--- config.mk ---
export PLATFORM = sky130hd
export DESIGN_NAME = tcz_timer
export DESIGN_NICKNAME = d
export VERILOG_FILES = /design/src/tcz_pkg.sv /design/src/tcz_timer.sv
export SDC_FILE = /design/constraint.sdc
export NUM_CORES = 1
export LEC_CHECK = 0
export BUFFER_PORTS_ARGS = -buffer_cell sky130_fd_sc_hd__buf_2
export CAP_MARGIN = 0
export CORE_MARGIN = 10
export CORE_UTILIZATION = 29
export CTS_BUF_LIST = sky130_fd_sc_hd__clkbuf_2 sky130_fd_sc_hd__clkbuf_4 sky130_fd_sc_hd__clkbuf_8
export DETAILED_ROUTE_END_ITERATION = 8
export GPL_TIMING_DRIVEN = 1
export RECOVER_POWER = 50
export SETUP_SLACK_MARGIN = 0.3
export SLEW_MARGIN = 20
export SYNTH_ARGS = -nofsm -noshare
export SYNTH_HDL_FRONTEND = slang
export SYNTH_SLANG_ARGS = --single-unit
--- constraint.sdc ---
create_clock -name clk -period 7.4 [get_ports clk]
set_clock_uncertainty 0.2 [all_clocks]
set_input_delay 0.74 -clock clk [delete_from_list [all_inputs] [get_ports clk]]
set_output_delay 0.74 -clock clk [all_outputs]
set_load 0.02 [all_outputs]
--- src/tcz_pkg.sv ---
// Package: register map, field layout and types of the timer core channel zero
package tcz_pkg;

  // ==========================================================
  // Register offsets (byte wide, printed offsets)
  localparam logic [7:0] ADDR_CNT_LOW = 8'he2;
  localparam logic [7:0] ADDR_CNT_HIGH = 8'he3;
  localparam logic [7:0] ADDR_CTL = 8'he4;
  localparam logic [7:0] ADDR_CH0_CTL = 8'he5;
  localparam logic [7:0] ADDR_CH0_VAL_LOW = 8'hda;
  localparam logic [7:0] ADDR_CH0_VAL_HIGH = 8'hdb;

  // ==========================================================
  // Field positions
  localparam int CTL_CH2_FLAG = 7;
  localparam int CTL_CH1_FLAG = 6;
  localparam int CTL_CH0_FLAG = 5;
  localparam int CTL_WRAP_FLAG = 4;
  localparam int CTL_DIV_LSB = 2;
  localparam int CTL_MODE_LSB = 0;
  localparam int CC_SRC_BIT = 7;
  localparam int CC_IRQ_MASK_BIT = 6;
  localparam int CC_ACT_LSB = 3;
  localparam int CC_CMP_BIT = 2;
  localparam int CC_EDGE_LSB = 0;

  // ==========================================================
  // Reset values
  localparam logic [7:0] CTL_RESET = 8'h00;
  localparam logic [7:0] CH0_CTL_RESET = 8'h40;
  localparam logic [15:0] CNT_ZERO = 16'h0000;
  localparam logic [15:0] CNT_MAX = 16'hffff;

  // Prescaler terminal counts (divide minus one)
  localparam logic [6:0] DIV8_LAST = 7'h07;
  localparam logic [6:0] DIV32_LAST = 7'h1f;
  localparam logic [6:0] DIV128_LAST = 7'h7f;

  typedef enum logic [1:0] {
    MODE_STOP = 2'h0,
    MODE_FREE = 2'h1,
    MODE_MOD = 2'h2,
    MODE_UPDN = 2'h3
  } tcz_mode_t;

  typedef enum logic [1:0] {
    DIV_1 = 2'h0,
    DIV_8 = 2'h1,
    DIV_32 = 2'h2,
    DIV_128 = 2'h3
  } tcz_div_t;

  typedef enum logic [2:0] {
    ACT_SET = 3'h0,
    ACT_CLR = 3'h1,
    ACT_TGL = 3'h2,
    ACT_SET_UP = 3'h3,
    ACT_CLR_UP = 3'h4
  } tcz_act_t;

  // Register bus request
  typedef struct packed {
    logic [7:0] addr;
    logic [7:0] wdata;
    logic wr;
    logic rd;
  } tcz_bus_t;

  // Event outputs toward neighbouring logic
  typedef struct packed {
    logic terminal;
    logic compare;
    logic capture;
  } tcz_evt_t;

endpackage : tcz_pkg

--- src/tcz_timer.sv ---
// Timer core with 16-bit counter, prescaler and channel 0 capture/compare unit
//
// Local design decision: the plain strobed port.
`timescale 1ns/1ps

// Summary of operation
// - Reading counter low byte snapshots upper counter byte for later high read.
// - Any write to counter low byte clears whole counter to zero.
// - Flags for channels 2,1,0 in control bits 7,6,5; write zero clears.
// - Wrap flag bit 4 sets at terminal count or at zero turnaround.
// - Prescale field 3:2 divides ticks by 1, 8, 32 or 128.
// - Writing prescale field never resets the prescaler counter.
// - Mode 00 stops the counter, holding its value.
// - Mode 01 counts zero to 0xffff then wraps.
// - Mode 10 counts zero to channel 0 value then restarts.
// - Mode 11 counts up to channel 0 value, down to zero, repeats.
// - Source bit 7 picks capture pin (0) or radio events (1).
// - Channel 0 control bit 6 is interrupt mask, reset value one.
// - Output actions 000, 001, 010 set, clear, toggle on match.
// - Action 011 sets on up match, clears on down match or, outside mode 11, at zero.
// - Action 100 clears on up match, sets on down match or, outside mode 11, at zero.
// - Match when counter equals channel 0 value; field 5:3 picks response.
// - Channel 0 control bit 2 selects capture (0) or compare (1).
// - Edge field: none, rising, falling, or both edges capture.
// - Flags set regardless of masks; processor flag needs a set mask.
// - Up/down compare mode sets channel 0 and wrap flags at zero turn.
module tcz_timer (
  // Clock and reset
  input wire logic clk,
  input wire logic rst,
  // Register port
  input wire tcz_pkg::tcz_bus_t bus,
  output logic [7:0] rdata,
  // Tick enable from the system clock divider
  input wire logic tick_en,
  // Capture sources
  input wire logic capture_pin,
  input wire logic radio_event,
  // Channel 1 and 2 events from neighbouring channels, and the wrap interrupt mask
  input wire logic ch1_event,
  input wire logic ch2_event,
  input wire logic ovf_irq_mask,
  // Results
  output logic ch0_out,
  output logic processor_timer_irq_flag,
  output tcz_pkg::tcz_evt_t evt,
  output logic [15:0] terminal_value
);

  // ==========================================================
  // Helpers
  function automatic logic [6:0] div_last(input logic [1:0] sel);
    unique case (tcz_pkg::tcz_div_t'(sel))
      tcz_pkg::DIV_1: div_last = 7'h00;
      tcz_pkg::DIV_8: div_last = tcz_pkg::DIV8_LAST;
      tcz_pkg::DIV_32: div_last = tcz_pkg::DIV32_LAST;
      tcz_pkg::DIV_128: div_last = tcz_pkg::DIV128_LAST;
    endcase
  endfunction : div_last

  // ==========================================================
  // State
  logic [15:0] cnt_r, cnt_nxt;
  logic [7:0] snap_r, snap_nxt;
  logic [7:0] ctl_r, ctl_nxt;
  logic [7:0] cc_ctl_r, cc_ctl_nxt;
  logic [15:0] cc_val_r, cc_val_nxt;
  logic [6:0] pre_r, pre_nxt;
  logic down_r, down_nxt;
  logic src_d_r, src_d_nxt;
  logic out_r, out_nxt;
  logic [7:0] rdata_r, rdata_nxt;
  logic irq_r, irq_nxt;
  tcz_pkg::tcz_evt_t evt_r, evt_nxt;

  logic [1:0] mode;
  logic [1:0] div_sel;
  logic [2:0] act;
  logic [1:0] edge_sel;
  logic cmp_mode;
  logic step;
  logic match;
  logic at_top;
  logic wrap_evt;
  logic turn_zero;
  logic src;
  logic cap_evt;
  logic match_evt;
  logic ch0_evt;
  logic wr_ctl;

  assign mode = ctl_r[tcz_pkg::CTL_MODE_LSB +: 2];
  assign div_sel = ctl_r[tcz_pkg::CTL_DIV_LSB +: 2];
  assign act = cc_ctl_r[tcz_pkg::CC_ACT_LSB +: 3];
  assign edge_sel = cc_ctl_r[tcz_pkg::CC_EDGE_LSB +: 2];
  assign cmp_mode = cc_ctl_r[tcz_pkg::CC_CMP_BIT];
  assign wr_ctl = bus.wr && (bus.addr == tcz_pkg::ADDR_CTL);

  // ==========================================================
  // Prescaler and counter
  always_comb begin
    pre_nxt = pre_r;
    step = 1'b0;
    if (tick_en) begin
      // Field change applies at once; running count is compared with the new terminal count
      if (pre_r >= div_last(div_sel)) begin
        pre_nxt = 7'h00;
        step = 1'b1;
      end else begin
        pre_nxt = pre_r + 7'h01;
      end
    end
  end

  always_comb begin
    cnt_nxt = cnt_r;
    down_nxt = down_r;
    wrap_evt = 1'b0;
    turn_zero = 1'b0;
    at_top = 1'b0;
    if (step) begin
      unique case (tcz_pkg::tcz_mode_t'(mode))
        tcz_pkg::MODE_STOP: cnt_nxt = cnt_r;
        tcz_pkg::MODE_FREE: begin
          cnt_nxt = cnt_r + 16'h0001;
          wrap_evt = (cnt_r == tcz_pkg::CNT_MAX);
          at_top = wrap_evt;
        end
        tcz_pkg::MODE_MOD: begin
          at_top = (cnt_r >= cc_val_r);
          wrap_evt = at_top;
          cnt_nxt = at_top ? tcz_pkg::CNT_ZERO : cnt_r + 16'h0001;
        end
        // Up to value, then down to zero
        tcz_pkg::MODE_UPDN: begin
          if (!down_r) begin
            if (cnt_r >= cc_val_r && cnt_r != tcz_pkg::CNT_ZERO) begin
              down_nxt = 1'b1;
              cnt_nxt = cnt_r - 16'h0001;
            end else begin
              cnt_nxt = (cc_val_r == tcz_pkg::CNT_ZERO) ? cnt_r : cnt_r + 16'h0001;
            end
          end else if (cnt_r == 16'h0001 || cnt_r == tcz_pkg::CNT_ZERO) begin
            cnt_nxt = tcz_pkg::CNT_ZERO;
            down_nxt = 1'b0;
            turn_zero = 1'b1;
            wrap_evt = 1'b1;
          end else begin
            cnt_nxt = cnt_r - 16'h0001;
          end
        end
      endcase
    end
    // Any write to low byte clears counter
    if (bus.wr && bus.addr == tcz_pkg::ADDR_CNT_LOW) begin
      cnt_nxt = tcz_pkg::CNT_ZERO;
      down_nxt = 1'b0;
    end
    if (wr_ctl && bus.wdata[tcz_pkg::CTL_MODE_LSB +: 2] != tcz_pkg::MODE_UPDN) begin
      down_nxt = 1'b0;
    end
  end

  // ==========================================================
  // Channel 0 capture and compare
  always_comb begin
    src = cc_ctl_r[tcz_pkg::CC_SRC_BIT] ? radio_event : capture_pin;
    src_d_nxt = src;
    // Capture only when bit 2 is clear
    cap_evt = !cmp_mode &&
              ((edge_sel[0] && src && !src_d_r) || (edge_sel[1] && !src && src_d_r));
    // Match on equal value, checked at each step on the count being left
    match = (cnt_r == cc_val_r);
    match_evt = cmp_mode && step && match && mode != tcz_pkg::MODE_STOP;
    // In up/down compare, channel 0 event is the zero turnaround
    ch0_evt = cap_evt ||
              (mode == tcz_pkg::MODE_UPDN ? (cmp_mode && turn_zero) : match_evt);
    cc_val_nxt = cc_val_r;
    if (cap_evt) begin
      cc_val_nxt = cnt_r;
    end else if (bus.wr && bus.addr == tcz_pkg::ADDR_CH0_VAL_LOW) begin
      cc_val_nxt[7:0] = bus.wdata;
    end else if (bus.wr && bus.addr == tcz_pkg::ADDR_CH0_VAL_HIGH) begin
      cc_val_nxt[15:8] = bus.wdata;
    end
  end

  always_comb begin
    out_nxt = out_r;
    if (cmp_mode && step && mode != tcz_pkg::MODE_STOP) begin
      // Set up, clear down or at zero outside up/down mode
      // Clear up, set down or at zero outside up/down mode
      if (match) begin
        unique case (act)
          tcz_pkg::ACT_SET: out_nxt = 1'b1;
          tcz_pkg::ACT_CLR: out_nxt = 1'b0;
          tcz_pkg::ACT_TGL: out_nxt = !out_r;
          tcz_pkg::ACT_SET_UP: out_nxt = !down_r;
          tcz_pkg::ACT_CLR_UP: out_nxt = down_r;
          default: out_nxt = out_r;
        endcase
      end else if (cnt_r == tcz_pkg::CNT_ZERO && mode != tcz_pkg::MODE_UPDN) begin
        if (act == tcz_pkg::ACT_SET_UP) begin
          out_nxt = 1'b0;
        end else if (act == tcz_pkg::ACT_CLR_UP) begin
          out_nxt = 1'b1;
        end
      end
    end
  end

  // ==========================================================
  // Registers and flags
  always_comb begin
    ctl_nxt = ctl_r;
    cc_ctl_nxt = cc_ctl_r;
    snap_nxt = snap_r;
    if (wr_ctl) begin
      // Flags clear only on written zero
      ctl_nxt[tcz_pkg::CTL_CH2_FLAG:tcz_pkg::CTL_WRAP_FLAG] =
        ctl_r[tcz_pkg::CTL_CH2_FLAG:tcz_pkg::CTL_WRAP_FLAG] &
        bus.wdata[tcz_pkg::CTL_CH2_FLAG:tcz_pkg::CTL_WRAP_FLAG];
      ctl_nxt[tcz_pkg::CTL_DIV_LSB +: 2] = bus.wdata[tcz_pkg::CTL_DIV_LSB +: 2];
      ctl_nxt[tcz_pkg::CTL_MODE_LSB +: 2] = bus.wdata[tcz_pkg::CTL_MODE_LSB +: 2];
    end
    // Events set flags without regard to masks; set beats clear
    if (ch2_event) ctl_nxt[tcz_pkg::CTL_CH2_FLAG] = 1'b1;
    if (ch1_event) ctl_nxt[tcz_pkg::CTL_CH1_FLAG] = 1'b1;
    if (ch0_evt) ctl_nxt[tcz_pkg::CTL_CH0_FLAG] = 1'b1;
    if (wrap_evt) ctl_nxt[tcz_pkg::CTL_WRAP_FLAG] = 1'b1;
    // Mask bit is plain storage, reset to one
    if (bus.wr && bus.addr == tcz_pkg::ADDR_CH0_CTL) cc_ctl_nxt = bus.wdata;
    // Snapshot upper byte on low read
    if (bus.rd && bus.addr == tcz_pkg::ADDR_CNT_LOW) snap_nxt = cnt_r[15:8];
  end

  always_comb begin
    rdata_nxt = 8'h00;
    if (bus.rd) begin
      unique case (bus.addr)
        tcz_pkg::ADDR_CNT_LOW: rdata_nxt = cnt_r[7:0];
        tcz_pkg::ADDR_CNT_HIGH: rdata_nxt = snap_r;
        tcz_pkg::ADDR_CTL: rdata_nxt = ctl_r;
        tcz_pkg::ADDR_CH0_CTL: rdata_nxt = cc_ctl_r;
        tcz_pkg::ADDR_CH0_VAL_LOW: rdata_nxt = cc_val_r[7:0];
        tcz_pkg::ADDR_CH0_VAL_HIGH: rdata_nxt = cc_val_r[15:8];
        default: rdata_nxt = 8'h00;
      endcase
    end
    // Processor flag only through a set mask
    irq_nxt = (ch0_evt && cc_ctl_r[tcz_pkg::CC_IRQ_MASK_BIT]) ||
              (wrap_evt && ovf_irq_mask);
    evt_nxt.terminal = at_top || turn_zero;
    evt_nxt.compare = match_evt;
    evt_nxt.capture = cap_evt;
  end

  always_ff @(posedge clk) begin
    if (rst) begin
      cnt_r <= tcz_pkg::CNT_ZERO;
      snap_r <= 8'h00;
      ctl_r <= tcz_pkg::CTL_RESET;
      cc_ctl_r <= tcz_pkg::CH0_CTL_RESET;
      cc_val_r <= tcz_pkg::CNT_ZERO;
      pre_r <= 7'h00;
      down_r <= 1'b0;
      src_d_r <= 1'b0;
      out_r <= 1'b0;
      rdata_r <= 8'h00;
      irq_r <= 1'b0;
      evt_r <= '0;
    end else begin
      cnt_r <= cnt_nxt;
      snap_r <= snap_nxt;
      ctl_r <= ctl_nxt;
      cc_ctl_r <= cc_ctl_nxt;
      cc_val_r <= cc_val_nxt;
      pre_r <= pre_nxt;
      down_r <= down_nxt;
      src_d_r <= src_d_nxt;
      out_r <= out_nxt;
      rdata_r <= rdata_nxt;
      irq_r <= irq_nxt;
      evt_r <= evt_nxt;
    end
  end

  assign rdata = rdata_r;
  assign ch0_out = out_r;
  assign processor_timer_irq_flag = irq_r;
  assign evt = evt_r;
  assign terminal_value = cc_val_r;

endmodule : tcz_timer

==> impl_metrics.py, run 1 <==
metrics = {
    "final_layout": {
        "multiInputGateArea_sq_mm": 0.00305,
        "fillers": 1780,
        "fin_nets": 687,
        "regArea_sq_mm": 0.00156,
        "syn_to_final_growth_pct": 10.2,
        "drive_gt1_share_pct": 10.0,
        "final_area_sq_mm": 0.00543,
        "utilization_pct": 32.6,
        "insertedDiodeCount": 0,
    },
    "timing": {
        "finalSetupViolations": 0,
        "finalSetupTns_ps": 0,
        "rsz0062_at_grt": "false",
        "max_freq_ghz": 0.260,
        "finalHoldViolCount": 0,
        "drv_slew": 53,
        "min_period_ps": 3850,
        "worst_slew_pin_slew_ps": 2430,
        "slew_headroom_pct": -61.8,
        "fin_crit_sh_pct": 52.0,
        "whs_ps": 291,
    },
    "logic_synthesis": {
        "synth.distinct_cells": 73,
        "ys.flop_type": "dfxtp_1",
        "synth_edf_count": 0,
        "netlist_area_sq_mm": 0.00493,
        "syn_area_per_cell_sq_um": 8.04,
        "synth_fp_nets": 667,
        "yosysSeqAreaShare_pct": 31.7,
        "synthArstFlopShare_pct": 0,
        "synth_warnings": 0,
        "ys_ff_latch": 78,
        "syn_inst": 613,
    },
    "worst_setup_path": {
        "critical_path_class": "reg -> reg",
        "crit_fanout": 13,
        "r2r_start": "cnt_r[0]",
        "critPathLaunchType": "flip-flop",
        "critPathTopFamily": "compound AO/OA/AOI/OAI gates",
        "path_cells": "inv_1, ha_1, nand2b_1, a221o_1, a2111oi_2, a31oi_1, o21a_1, or4_1, a31oi_1",
        "cp.depth": 9,
        "cp_common_cell": "a31oi_1",
        "crit_buf_inv": 1,
        "max_stage_delay_ps": 630,
        "r2r_cells": 9,
        "regToRegEndpoint": "cnt_r[14]",
        "cp.required_ps": 7510,
        "cp.arrival_ps": 3960,
        "crit_end": "cnt_r[14]",
        "crit_slowest_cell": "dfxtp_1",
        "cp-end-kind": "flip-flop",
        "cp-startpoint": "cnt_r[0]",
        "rrSetupSlack_ps": 3550,
    },
    "clock_network": {
        "path_clk_slew_ps": 90,
        "cts_sinks": 78,
        "htree_levels": 3,
        "cts_buffers": 9,
        "cts_hold_buf": 0,
        "cts_root_buf": "clkbuf_8",
        "cts_tree": "done",
        "cts_setup_buffers": 0,
        "clock_latency_ps": 380,
        "cts_resized": 0,
        "clockBufferDepth": 2,
    },
    "status": {
        "failed_checks": "capacitance limit, slew limit",
        "status": "finished with violations",
    },
    "detailed_routing": {
        "via_count": 4840,
        "wl_per_cell_um": 18.7,
        "detail-route-antenna-nets": 0,
        "vias_per_cell": 5.64,
        "routed_wl_um": 16100,
        "drc": 0,
        "drt_pass1_iterations": 5,
        "drtIter0Drc": 487,
    },
    "flow_run": {
        "maxCapViolCount": 1,
    },
    "place": {
        "gp_congestion": 0.838,
        "port_buffers": 54,
        "dpl_cell_area_sq_mm": 0.00529,
        "place_hpwl_um": 11700,
    },
    "global_routing": {
        "grt_max_degree": 53,
        "grt_pass1_wl_um": 25500,
        "gr-total-overflow": 0,
        "antenna_found_initial": 0,
        "grt_util_all_layers_pct": 14.1,
        "grt_pass1_vias": 4530,
    },
    "power": {
        "peakVddDrop_v": 0.0000657,
        "power_uw": 772,
        "p_leak_nw": 1.84,
        "cellPowerDensity_mw_per_mm2": 142,
    },
    "floorplanning": {
        "io_pins": 55,
        "placementRows": 47,
        "initial_utilization_pct": 29.6,
        "fp.coreArea_sq_mm": 0.0166,
        "die-area_sq_mm": 0.0226,
        "die_h_um": 150,
        "die-width_um": 150,
    },
    "min_path": {
        "min_path_type": "reg -> reg",
    },
}
[layout make-up]
class / instances / share of cell area [%]
sequential: 78 / 28.8
timing repair buffer: 58 / 4.79
tap: 220 / 5.07
multi-input combinational: 459 / 56.2
clock inverter: 7 / 1.04
clock buffer: 9 / 2.28
inverter: 27 / 1.87
[registers in the layout (all words and copies together) (netlist names)]
signal,count
cnt_r,16
terminal_value,16
cc_ctl_r,8
ctl_r,8
rdata,8
snap_r,8
pre_r,7
evt,3
ch0_out,1
down_r,1
processor_timer_irq_flag,1
src_d_r,1
[routing by layer]
| layer | global-route usage (%) | up-vias | part of all wire [%] |
|---|---|---|---|
| met3 | 3.63 | 26 | 6.7 |
| met2 | 22.2 | 146 | 47 |
| met5 | 0 | - | 0 |
| li1 | - | 2311 | - |
| met4 | 4.08 | 0 | 1.7 |
| met1 | 18.5 | 2357 | 45 |
[Yosys cell counts, types with 3 or more instances]
| library cell | instances | share of area, % |
|---|---|---|
| dfxtp_1 | 78 | 32 |
| nor2_1 | 68 | 5.2 |
| a21oi_1 | 52 | 5.3 |
| nand2_1 | 48 | 3.7 |
| clkbuf_1 | 37 | 2.8 |
| ha_1 | 28 | 7.1 |
| inv_1 | 27 | 2.1 |
| mux2i_1 | 26 | 5.3 |
| a211oi_1 | 23 | 3.5 |
| o21ai_0 | 15 | 1.5 |
| nand3_1 | 14 | 1.4 |
| a221oi_1 | 13 | 2.3 |
| nand4_1 | 13 | 1.7 |
| nor4_1 | 10 | 1.3 |
| a22oi_1 | 9 | 1.4 |
| nor3_1 | 9 | 0.91 |
| and3_1 | 8 | 1.0 |
| o21ai_1 | 8 | 0.81 |
| nand2b_1 | 7 | 0.89 |
| a31oi_1 | 6 | 0.76 |
| xor2_1 | 6 | 1.1 |
| buf_2 | 5 | 0.51 |
| nor2b_1 | 5 | 0.63 |
| o31ai_1 | 5 | 0.76 |
| a21o_1 | 4 | 0.61 |
| nor4b_1 | 4 | 0.71 |
| o211ai_1 | 4 | 0.61 |
| o22ai_1 | 4 | 0.51 |
| and2_1 | 3 | 0.38 |
| buf_6 | 3 | 0.69 |
| o311a_1 | 3 | 0.61 |
| o32ai_1 | 3 | 0.53 |
| or3_1 | 3 | 0.38 |
| or4_1 | 3 | 0.46 |
| xnor2_1 | 3 | 0.53 |
[how the worst min path moves through the flow]
stage	from	to	slack [ps]	cells after the start
floorplan	cc_ctl_r[0]	cc_ctl_r[0]	240	2
global placement	ctl_r[6]	ctl_r[6]	270	2
detailed placement	ctl_r[4]	ctl_r[4]	270	2
CTS	ctl_r[4]	ctl_r[4]	280	2
global route	ctl_r[6]	ctl_r[6]	310	2
finish	ctl_r[4]	ctl_r[4]	290	2
[metrics by stage]
step | setup slack [ps] | std cells
3_3_place_gp | 3660 | 842
4_1_cts | 3600 | 858
3_5_place_dp | 3600 | 842
2_1_floorplan | 4040 | 613
5_1_grt | 3250 | 858
6_report | 3550 | 858
[cells by family (layout without fill, tap and decap cells)]
logic type / Yosys count / count (layout) / share of synthesized area, %
multiplexers: 28 / 28 / 5.74
flip-flops: 78 / 78 / 31.7
AND/OR/NAND/NOR: 213 / 213 / 21.7
AO/OA/AOI/OAI: 180 / 180 / 25.3
adder cells (fa/ha/maj): 28 / 28 / 7.11
XOR/XNOR: 10 / 10 / 1.93
buffers and inverters: 76 / 101 / 6.52
[worst min-delay path: stages (launching register included)]
cell,delay [ps]
dfxtp_1,320
o21ai_0,70
a21oi_1,60
[placed cells by master, fill, tap and decap left out, types with 6 or more instances in the layout]
cell / instances
a21oi_1: 52
nand4_1: 13
dfxtp_1: 78
inv_1: 27
nand2b_1: 7
clkbuf_8: 9
a22oi_1: 9
nand3_1: 14
a31oi_1: 6
nand2_1: 48
and3_1: 8
ha_1: 28
nor2_1: 68
nor4_1: 10
nor3_1: 9
clkbuf_1: 30
xor2_1: 6
o21ai_1: 8
buf_2: 25
a211oi_1: 23
a221oi_1: 13
mux2i_1: 26
o21ai_0: 15
[where the power goes]
part	leakage [nW]	internal (mW)	total [mW]	switching, mW
sequential	0.630	0.422	0.424	0.00168
clock	0.0902	0.125	0.308	0.183
combinational	1.12	0.0130	0.0402	0.0273
total	1.84	0.560	0.772	0.212
Note: power is estimated with default switching activity, not from simulation.
==> run 2: changes to the inputs <==
Settings changed: ABC_AREA set to 1.
Clock period 7.4 ns to 3.6 ns, I/O delays scaled along.
==> run 2 against run 1 <==
Compared with the run above:
- the run now ends clean
- clock power is 150% higher
- design area is 7.4% higher
- highest routed layer unchanged
- clock-buffer cell count is 3 higher
- total power is 130% higher
- critical path type unchanged
==> impl_metrics.py, run 2 <==
metrics = {
    "clock_network": {
        "cts_resized": 0,
        "path_clk_slew_ps": 80,
        "cts_sinks": 78,
        "cts_hold_buf": 2,
        "cts_root_buf": "clkbuf_8",
        "cts_setup_buffers": 0,
        "cts_tree": "done",
        "htree_levels": 3,
        "clockBufferDepth": 2,
        "cts_buffers": 9,
        "clock_latency_ps": 380,
    },
    "logic_synthesis": {
        "yosysMostFrequentCell": "nand2_1",
        "syn_area_per_cell_sq_um": 6.80,
        "synthArstFlopShare_pct": 0,
        "syn_inst": 762,
        "synthTopCellsByCount": "nand2_1, inv_1, nor2_1",
        "yosysTopAreaCell": "dfxtp_1",
        "yosysSeqAreaShare_pct": 30.1,
        "ys_ff_latch": 78,
        "synth_edf_count": 0,
        "netlist_area_sq_mm": 0.00518,
        "synth_top_area_share_pct": 30.1,
        "synth_fp_nets": 816,
        "synth_warnings": 0,
        "synth.distinct_cells": 49,
        "ys.flop_type": "dfxtp_1",
        "yosys-top-cells-area": "dfxtp_1, nand2_1, inv_1",
    },
    "min_path": {
        "min_path_type": "in -> reg",
        "hold_path_depth": 3,
    },
    "final_layout": {
        "fillers": 1924,
        "regArea_sq_mm": 0.00156,
        "multiInputGateArea_sq_mm": 0.00304,
        "final_common_cell": "nand2_1",
        "insertedDiodeCount": 0,
        "final_area_sq_mm": 0.00583,
        "fin_nets": 865,
        "drive_gt1_share_pct": 9.94,
        "syn_to_final_growth_pct": 12.6,
        "final_cell_mix": "nand2_1, inv_1, nor2_1",
    },
    "floorplanning": {
        "die_h_um": 154,
        "die-width_um": 154,
        "placementRows": 48,
        "die-area_sq_mm": 0.0236,
        "io_pins": 55,
        "fp.coreArea_sq_mm": 0.0174,
        "initial_utilization_pct": 29.7,
    },
    "worst_setup_path": {
        "cp-startpoint": "cc_ctl_r[7]",
        "crit_end": "terminal_value[8]",
        "cp.required_ps": 3680,
        "r2r_start": "cc_ctl_r[7]",
        "rrSetupSlack_ps": 660,
        "regToRegEndpoint": "terminal_value[8]",
        "cp.arrival_ps": 3020,
        "crit_fanout": 33,
        "cp-end-kind": "flip-flop",
        "critical_path_class": "reg -> reg",
        "r2r_cells": 7,
        "critPathLaunchType": "flip-flop",
    },
    "global_routing": {
        "antenna_found_initial": 0,
        "grt_pass1_wl_um": 27800,
        "grt_util_all_layers_pct": 14.6,
        "grt_max_degree": 39,
        "gr-total-overflow": 0,
        "grt_pass1_vias": 4994,
    },
    "power": {
        "power_frac_seq_pct": 49.6,
        "p_leak_nw": 2.55,
        "power_switching_share_pct": 24.5,
        "p_comb_share_pct": 7.5,
        "power.internal_mw": 1.33,
        "power_mw": 1.76,
        "cellPowerDensity_mw_per_mm2": 302,
        "clkPwrFrac_pct": 42.9,
        "peakVddDrop_v": 0.000162,
        "p_sw_uw": 432,
    },
    "detailed_routing": {
        "via_count": 5249,
        "vias_per_cell": 5.05,
        "detail-route-antenna-nets": 0,
        "wl_per_cell_um": 16.9,
        "routed_wl_um": 17600,
        "drtIter0Drc": 450,
        "drt_pass1_iterations": 5,
        "drc": 0,
    },
    "flow_run": {
        "maxCapViolCount": 0,
    },
    "timing": {
        "drv_slew": 0,
        "finalSetupViolations": 0,
        "max_freq_ghz": 0.340,
        "rsz0062_at_grt": "false",
        "finalHoldViolCount": 0,
        "finalSetupTns_ps": 0,
        "worst_slew_pin_slew_ps": 1250,
        "min_period_ps": 2940,
        "fin_crit_sh_pct": 81.7,
        "slew_headroom_pct": 16.6,
        "finalWorstSetupSlack_ps": 657,
    },
    "place": {
        "place_hpwl_um": 13700,
        "gp_congestion": 0.942,
        "port_buffers": 54,
        "place_ws_ps": 920,
        "dpl_cell_area_sq_mm": 0.00564,
    },
    "status": {
        "status": "finished, final reports clean",
    },
}
[run 2: cell count changes after synthesis, moves of 13 or more]
cell      before  now
inv_1         27  111
xor2_1         6   27
mux2i_1       26    1
o21ai_0       15   48
nand2_1       48  128
a221oi_1      13    0
o22ai_1        4   21
nor2_1        68   91
a211oi_1      23    6
clkbuf_1      37    6
nand3_1       14   40
[run 2: power by group through the flow]
stage	Sequential [mW]	Clock, mW	Combinational, mW
6_report	0.875	0.757	0.133
5_1_grt	0.876	0.813	0.147
4_1_cts	0.874	0.774	0.132
3_5_place_dp	0.895	0	0.130
3_3_place_gp	0.895	0	0.131
2_1_floorplan	0.896	0	0.0801
[run 2: kinds of logic after synthesis]
logic type | share of synthesized area, %
and+or+nand+nor | 30.6
AOI/OAI and AO/OA | 16.7
buffers and inverters | 11.0
adders and majority gates | 6.76
DFF | 30.1
xor gates and xnor gates | 4.57
muxes | 0.193
[run 2: final cells by class]
cell class                      count  area share (%)
Multi-Input combinational cell    545            52.1
Clock inverter                      3            1.18
Sequential cell                    78            26.8
Inverter                          116            7.51
Tap cell                          225            4.83
Clock buffer                       12            2.62
Timing Repair Buffer               61            5.00
[run 2: worst min path at each step]
stage,endpoint,startpoint
2_1_floorplan,snap_r[0],snap_r[0]
3_3_place_gp,snap_r[4],snap_r[4]
3_5_place_dp,snap_r[1],snap_r[1]
4_1_cts,processor_timer_irq_flag,ovf_irq_mask
5_1_grt,cc_ctl_r[6],bus[8]
6_report,src_d_r,capture_pin
[run 2: per-layer routing]
layer	GRT usage, %	vias up	wire length (um)
met5	0	-	0
met4	4.86	0	380
met3	4.55	34	1610
met2	22.4	217	7580
met1	18.8	2396	7980
li1	-	2602	-
[run 2: worst max-delay path, stage by stage (launching register included)]
cell and delay (ps):
dfxtp_1 360, mux2i_1 260, o21bai_1 160, nand3_1 880, nand2_2 530, o22ai_1 120, o21ai_0 260, inv_1 60
[run 2: metrics by stage]
step / util (%) / hold WS [ps] / cells
after CTS: 33.8 / 57.8 / 1040
after detailed placement: 32.4 / 235 / 1023
after floorplan: - / 224 / 762
after global placement: 32.4 / 232 / 1023
final: 33.5 / 62.8 / 1040
after global routing: 33.5 / 84.8 / 1040
